$ cat src/rtl/display_driver_regs.svh
`ifndef DISPLAY_DRIVER_REGS_SVH
`define DISPLAY_DRIVER_REGS_SVH

// Number of channels and shift stages
`define CHAN_COUNT 32
// Power-on value of register and latch (block has no documented reset)
`define SHIFT_RESET_VALUE 32'h00000000
`define LATCH_RESET_VALUE 32'h00000000

`endif

$ cat src/rtl/display_driver_pkg.sv
`default_nettype none
package display_driver_pkg;
  `include "display_driver_regs.svh"
  typedef logic [`CHAN_COUNT-1:0] chan_word_t;
endpackage
`default_nettype wire

$ cat src/rtl/pin_sync_if.sv
`timescale 1ns/1ps
`default_nettype none
// Synchronised pin levels and the shift-clock rising edge
interface pin_sync_if;
  logic data;
  logic latch_load_enable;
  logic output_strobe;
  logic shift_rise;
  modport src (output data, latch_load_enable, output_strobe, shift_rise);
  modport dst (input data, latch_load_enable, output_strobe, shift_rise);
endinterface
`default_nettype wire

$ cat src/rtl/pin_sync.sv
`timescale 1ns/1ps
`default_nettype none
// Two-flop synchronisers for all pins plus edge finder on the shift clock
module pin_sync (
  // Clock and reset
  input wire logic clk_i,
  input wire logic reset_i,
  // Raw pins
  input wire logic shift_clock_i,
  input wire logic serial_data_i,
  input wire logic latch_load_enable_i,
  input wire logic output_strobe_i,
  // Synchronised side
  pin_sync_if.src sync
);
  logic [3:0] meta;
  logic [3:0] stable;
  logic clk_prev;
  logic [3:0] next_meta;
  logic [3:0] next_stable;
  logic next_clk_prev;

  // Next values: first stage feeds only the second stage
  always_comb begin
    next_meta = {shift_clock_i, serial_data_i, latch_load_enable_i,
                 output_strobe_i};
    next_stable = meta;
    next_clk_prev = stable[3];
  end

  // Registers
  always_ff @(posedge clk_i or posedge reset_i) begin
    if (reset_i) begin
      meta <= 4'h0;
      stable <= 4'h0;
      clk_prev <= 1'b0;
    end else begin
      meta <= next_meta;
      stable <= next_stable;
      clk_prev <= next_clk_prev;
    end
  end

  // Data passes the same two flops as the clock, so it is taken in the
  // cycle the edge is found; the host must hold it well past the edge.
  assign sync.data = stable[2];
  assign sync.latch_load_enable = stable[1];
  assign sync.output_strobe = stable[0];
  assign sync.shift_rise = stable[3] & ~clk_prev;
endmodule
`default_nettype wire

$ cat src/rtl/display_driver.sv
`timescale 1ns/1ps
`default_nettype none
`include "display_driver_regs.svh"

module display_driver
  import display_driver_pkg::*;
(
  // Clock and reset
  input wire logic clk_i,
  input wire logic reset_i,
  // Host pins
  input wire logic shift_clock_i,
  input wire logic serial_data_i,
  input wire logic latch_load_enable_i,
  input wire logic output_strobe_i,
  // Outputs
  output logic serial_data_o,
  output logic [`CHAN_COUNT-1:0] high_voltage_output_o
);
  // Synchronised pin levels and the found shift-clock edge
  pin_sync_if sync ();

  // Register, latch and the values they take at the next edge
  chan_word_t shift_reg;
  chan_word_t latch_reg;
  chan_word_t next_shift_reg;
  chan_word_t next_latch_reg;
  chan_word_t next_outputs;
  logic next_serial;

  // ------------------------------------------------------------------
  // Pin synchronisers
  // ------------------------------------------------------------------
  pin_sync u_sync (
    .clk_i(clk_i),
    .reset_i(reset_i),
    .shift_clock_i(shift_clock_i),
    .serial_data_i(serial_data_i),
    .latch_load_enable_i(latch_load_enable_i),
    .output_strobe_i(output_strobe_i),
    .sync(sync)
  );

  // ------------------------------------------------------------------
  // Shift register and latch
  // ------------------------------------------------------------------
  // Shift on each found rising edge, stage 0 receives data
  always_comb begin
    next_shift_reg = shift_reg;
    if (sync.shift_rise) begin
      next_shift_reg = {shift_reg[`CHAN_COUNT-2:0], sync.data};
    end
    next_serial = next_shift_reg[`CHAN_COUNT-1];
  end

  // Latch per channel: transparent to the register while enabled
  genvar ch;
  generate
    for (ch = 0; ch < `CHAN_COUNT; ch++) begin : g_chan
      always_comb begin
        if (sync.latch_load_enable) begin
          next_latch_reg[ch] = shift_reg[ch];
        end else begin
          next_latch_reg[ch] = latch_reg[ch];
        end
        // Strobe blanks every channel, otherwise show the latch
        if (sync.output_strobe) begin
          next_outputs[ch] = 1'b0;
        end else begin
          next_outputs[ch] = next_latch_reg[ch];
        end
      end
    end
  endgenerate

  // Registers; the latch is a clocked copy, so it lags by one cycle,
  // a trade for a single clock that the slow pins never notice
  always_ff @(posedge clk_i or posedge reset_i) begin
    if (reset_i) begin
      shift_reg <= `SHIFT_RESET_VALUE;
      latch_reg <= `LATCH_RESET_VALUE;
      serial_data_o <= 1'b0;
      high_voltage_output_o <= '0;
    end else begin
      shift_reg <= next_shift_reg;
      latch_reg <= next_latch_reg;
      serial_data_o <= next_serial;
      high_voltage_output_o <= next_outputs;
    end
  end

  // Per channel: each output is fed only from its own stage
  for (genvar n = 0; n < `CHAN_COUNT; n++) begin : g_chan_check

  end
endmodule
`default_nettype wire

$ cat config.mk
export PLATFORM = sky130hd
export DESIGN_NAME = display_driver
export DESIGN_NICKNAME = d
export VERILOG_FILES = /design/src/rtl/display_driver_pkg.sv /design/src/rtl/pin_sync_if.sv /design/src/rtl/pin_sync.sv /design/src/rtl/display_driver.sv
export VERILOG_INCLUDE_DIRS = /design/src /design/src/rtl
export SDC_FILE = /design/constraint.sdc
export NUM_CORES = 1
export LEC_CHECK = 0
export ABC_CLOCK_PERIOD_IN_PS = 3800
export BUFFER_PORTS_ARGS = -buffer_cell sky130_fd_sc_hd__buf_2
export CAP_MARGIN = 25
export CORE_ASPECT_RATIO = 1.1
export CORE_UTILIZATION = 47
export DETAILED_ROUTE_END_ITERATION = 8
export PLACE_DENSITY_LB_ADDON = 0.1
export SLEW_MARGIN = 40
export SYNTH_ARGS = -nofsm -noshare
export SYNTH_HDL_FRONTEND = slang
export SYNTH_HIERARCHICAL = 1
export SYNTH_SLANG_ARGS = --single-unit
$ cat constraint.sdc
create_clock -name clk_i -period 3.8 [get_ports clk_i]
set_clock_uncertainty 0.2 [all_clocks]
set_input_delay 0.38 -clock clk_i [delete_from_list [all_inputs] [get_ports clk_i]]
set_output_delay 0.38 -clock clk_i [all_outputs]
set_load 0.01 [all_outputs]
==> results.md <==
- Status: completed
- Metal1 wirelength: ~2.6 mm
- Post-route setup TNS: 0 ns
- Library cells used by synthesis: 10
- RSZ-0062 raised after global routing: false
- Largest net degree at the start of global routing: 37
- Setup bufs post-CTS: 0
- Crit path kind: flop to flop
- Initial Utilization: between 40% and 50%
- Top Metal Used: met4
- Gp weighted congestion: approximately 0.65
- Initial DRC count: 29
- Post-route DRC: 0
- Crit-path max cell delay: ~0.46 ns
- MaxCap Viol Count: 0
- Post-synthesis compound-gate area fraction: 0%
- Met3 WL: ~180 um
- Core Area: about 7600 sq um
- Largest family of logic cells by synthesized area: multiplexers
- Grt ovf: 0
- Insertion delay to the later sink of the worst-skew pair: around 0.36 ns
- Die area: approximately 8400 sq um
- Mux cell area share after synthesis: between 20% and 30%
- Max transition margin: between 50 and 60%
- Vias in the first global route: ~1700
- Syn_area_per_cell: 17.5 sq um
- CTS H-tree depth: 3
- Clock sink count: approximately 110
- Final core utilization: a little under three fifths
- Post-Synth Simple-Gate Area: 5.68%
- Crit path arrival time: approximately 1.8 ns
- Post-CTS Hold Buffers: 5
- Routed wire length: 5.03 mm
- Buf/Inv on CP: 1
- TritonCTS Buffers: 9
- First-pass GRT wire length: roughly 8.6 mm
- Slew Viols, Final: 0
- Max Clk Rate: about 570 MHz
- Die H: approximately 96 um
- IO buf count: 38
- Syn Std Cell Area: between 3000 and 4000 sq um
- Clock transition at path regs: 0.10 ns
- Final worst path period need: 1.75 ns
- Tot GR Track Use: 14.2%
- Post-DP HPWL: between 2 and 3 mm
- Root buf cell: clkbuf_8
- Antenna cells: 0
- P per Cell Area: ~590 nW/um^2
- CTS Buffer Depth: 2
- Drt via density: 4.58
- Xor/xnor share of the synthesized area: 0%
- Critical-path maximum fanout: 17
- Yosys reg bits: 105
- Area growth from synthesis to layout: 15.4%
- DR vias: around 1700
- Final Net Count: ~270
- Placed cells: 351
- CP max-delay cell: nor2b_4
- Final Hold Viols: 0
- Post-Syn Nets: 221
- Metal2 WL: roughly 2.2 mm
- Routed Antenna Nets: 0
- Die width: between 80 and 90 um
- Hold WC Path Type: flop to flop
- Setup violators final: 0
- Register area share after synthesis: between 60 and 70%
- Non-Filler Instances: ~370
- Routed len/inst: approximately 14 um
- Cts repair resizes: 0
- CP top delay family: simple AND/OR/NAND/NOR gates
- Pleak: 0.00224 uW
- Critical path, cell by cell: nor2b_4 -> buf_16 -> mux2_2
- Max VDD drop: 0.306 mV
- DRT Pass-1 Iters: 3
- Synth Instances: approximately 220
- Startpoint types: flop
- TritonCTS clock tree: built
- Initial antenna violation count: 0
- Row count: 33
- # IOs: 39
- Adder-cell share of the synthesized area: 0%
- Element type at the critical path end: flop
- Period Utilization, post-route: between 40% and 50%
- WP data required: approximately 3.8 ns
- Worst-Margin Slew: between 0.6 and 0.7 ns
- Share of cells above drive strength 1: between 40% and 50%
- Synth warnings: 6
[per-layer routing]
| metal | track usage (%) | up-vias |
|---|---|---|
| li1 | - | 800 |
| met1 | 20.5 | 863 |
| met2 | 19.2 | 33 |
| met3 | 4.37 | 8 |
| met4 | 7.79 | 0 |
| met5 | 0 | - |
[power by group]
group / total, uW / internal (uW) / leakage, uW / switching (uW)
clock network: 792 / 436 / 0.000116 / 357
registers: 1410 / 1310 / 0.00139 / 97.8
logic: 353 / 227 / 0.000734 / 126
total: 2550 / 1970 / 0.00224 / 580
[stage by stage]
step / hold slack (ns) / total power, uW / cell area (sq um) / setup slack, ns
global route: 0.163 / 2690 / 4350 / 1.95
floorplan: 0.00792 / 1680 / 3760 / 0.715
global placement: 0.132 / 1770 / 4030 / 1.87
detailed placement: 0.136 / 1780 / 4060 / 2.07
finish: 0.154 / 2550 / 4350 / 2.05
CTS: 0.158 / 2590 / 4350 / 2.02
[worst register-to-register path: stages, from the launching register on]
cell	delay (ns)
dfrtp_1	0.41
nor2b_4	0.46
buf_16	0.22
mux2_2	0.34
[synth_stat cells]
cell / count / share of area [%]
buf_6: 4 / 1.2
clkbuf_1: 4 / 0.40
nor2b_4: 1 / 0.37
dfrtp_1: 105 / 70
mux2_2: 32 / 9.6
mux2_1: 2 / 0.60
nor2b_1: 32 / 5.3
mux2_4: 30 / 12
inv_1: 2 / 0.20
buf_4: 3 / 0.60
[cell families after synthesis]
family / count (synthesis)
mux: 64
flops: 105
simple gates: 33
buf+inv: 13
[cell usage in the layout, fill, tap and decap left out, drive strengths merged]
cell / Yosys / final
buf: 7 / 42
inv: 2 / 2
mux2: 64 / 64
clkinv: 0 / 2
dlygate4sd3: 0 / 5
clkbuf: 4 / 10
nor2b: 33 / 33
dfrtp: 105 / 105
bufinv: 0 / 3
clkinvlp: 0 / 1
[area by class of cell]
cell class / count / area (sq um)
flip-flops and latches: 105 / 2630
fillers: 626 / 3250
well taps: 105 / 131
clock inverters: 6 / 108
inverters: 2 / 10.0
repair buffers: 47 / 290
multi-input cells: 97 / 1050
clock buffers: 10 / 128
[path summary, 6_finish.rpt]
path                                 start  cells past startpoint                  endpoint  slack (ns)
max in group asynchronous          reset_i                      4             latch_reg[15]        2.32
max reg2reg                u_sync/clk_prev                      3             shift_reg[18]        2.05
min in group asynchronous          reset_i                      3  high_voltage_output_o[0]        0.32
min                         u_sync/meta[0]                      0          u_sync/stable[0]        0.15
max                        u_sync/clk_prev                      3             shift_reg[18]        2.05
min reg2reg                 u_sync/meta[0]                      0          u_sync/stable[0]        0.15
Power figures use the tool's default switching activity.
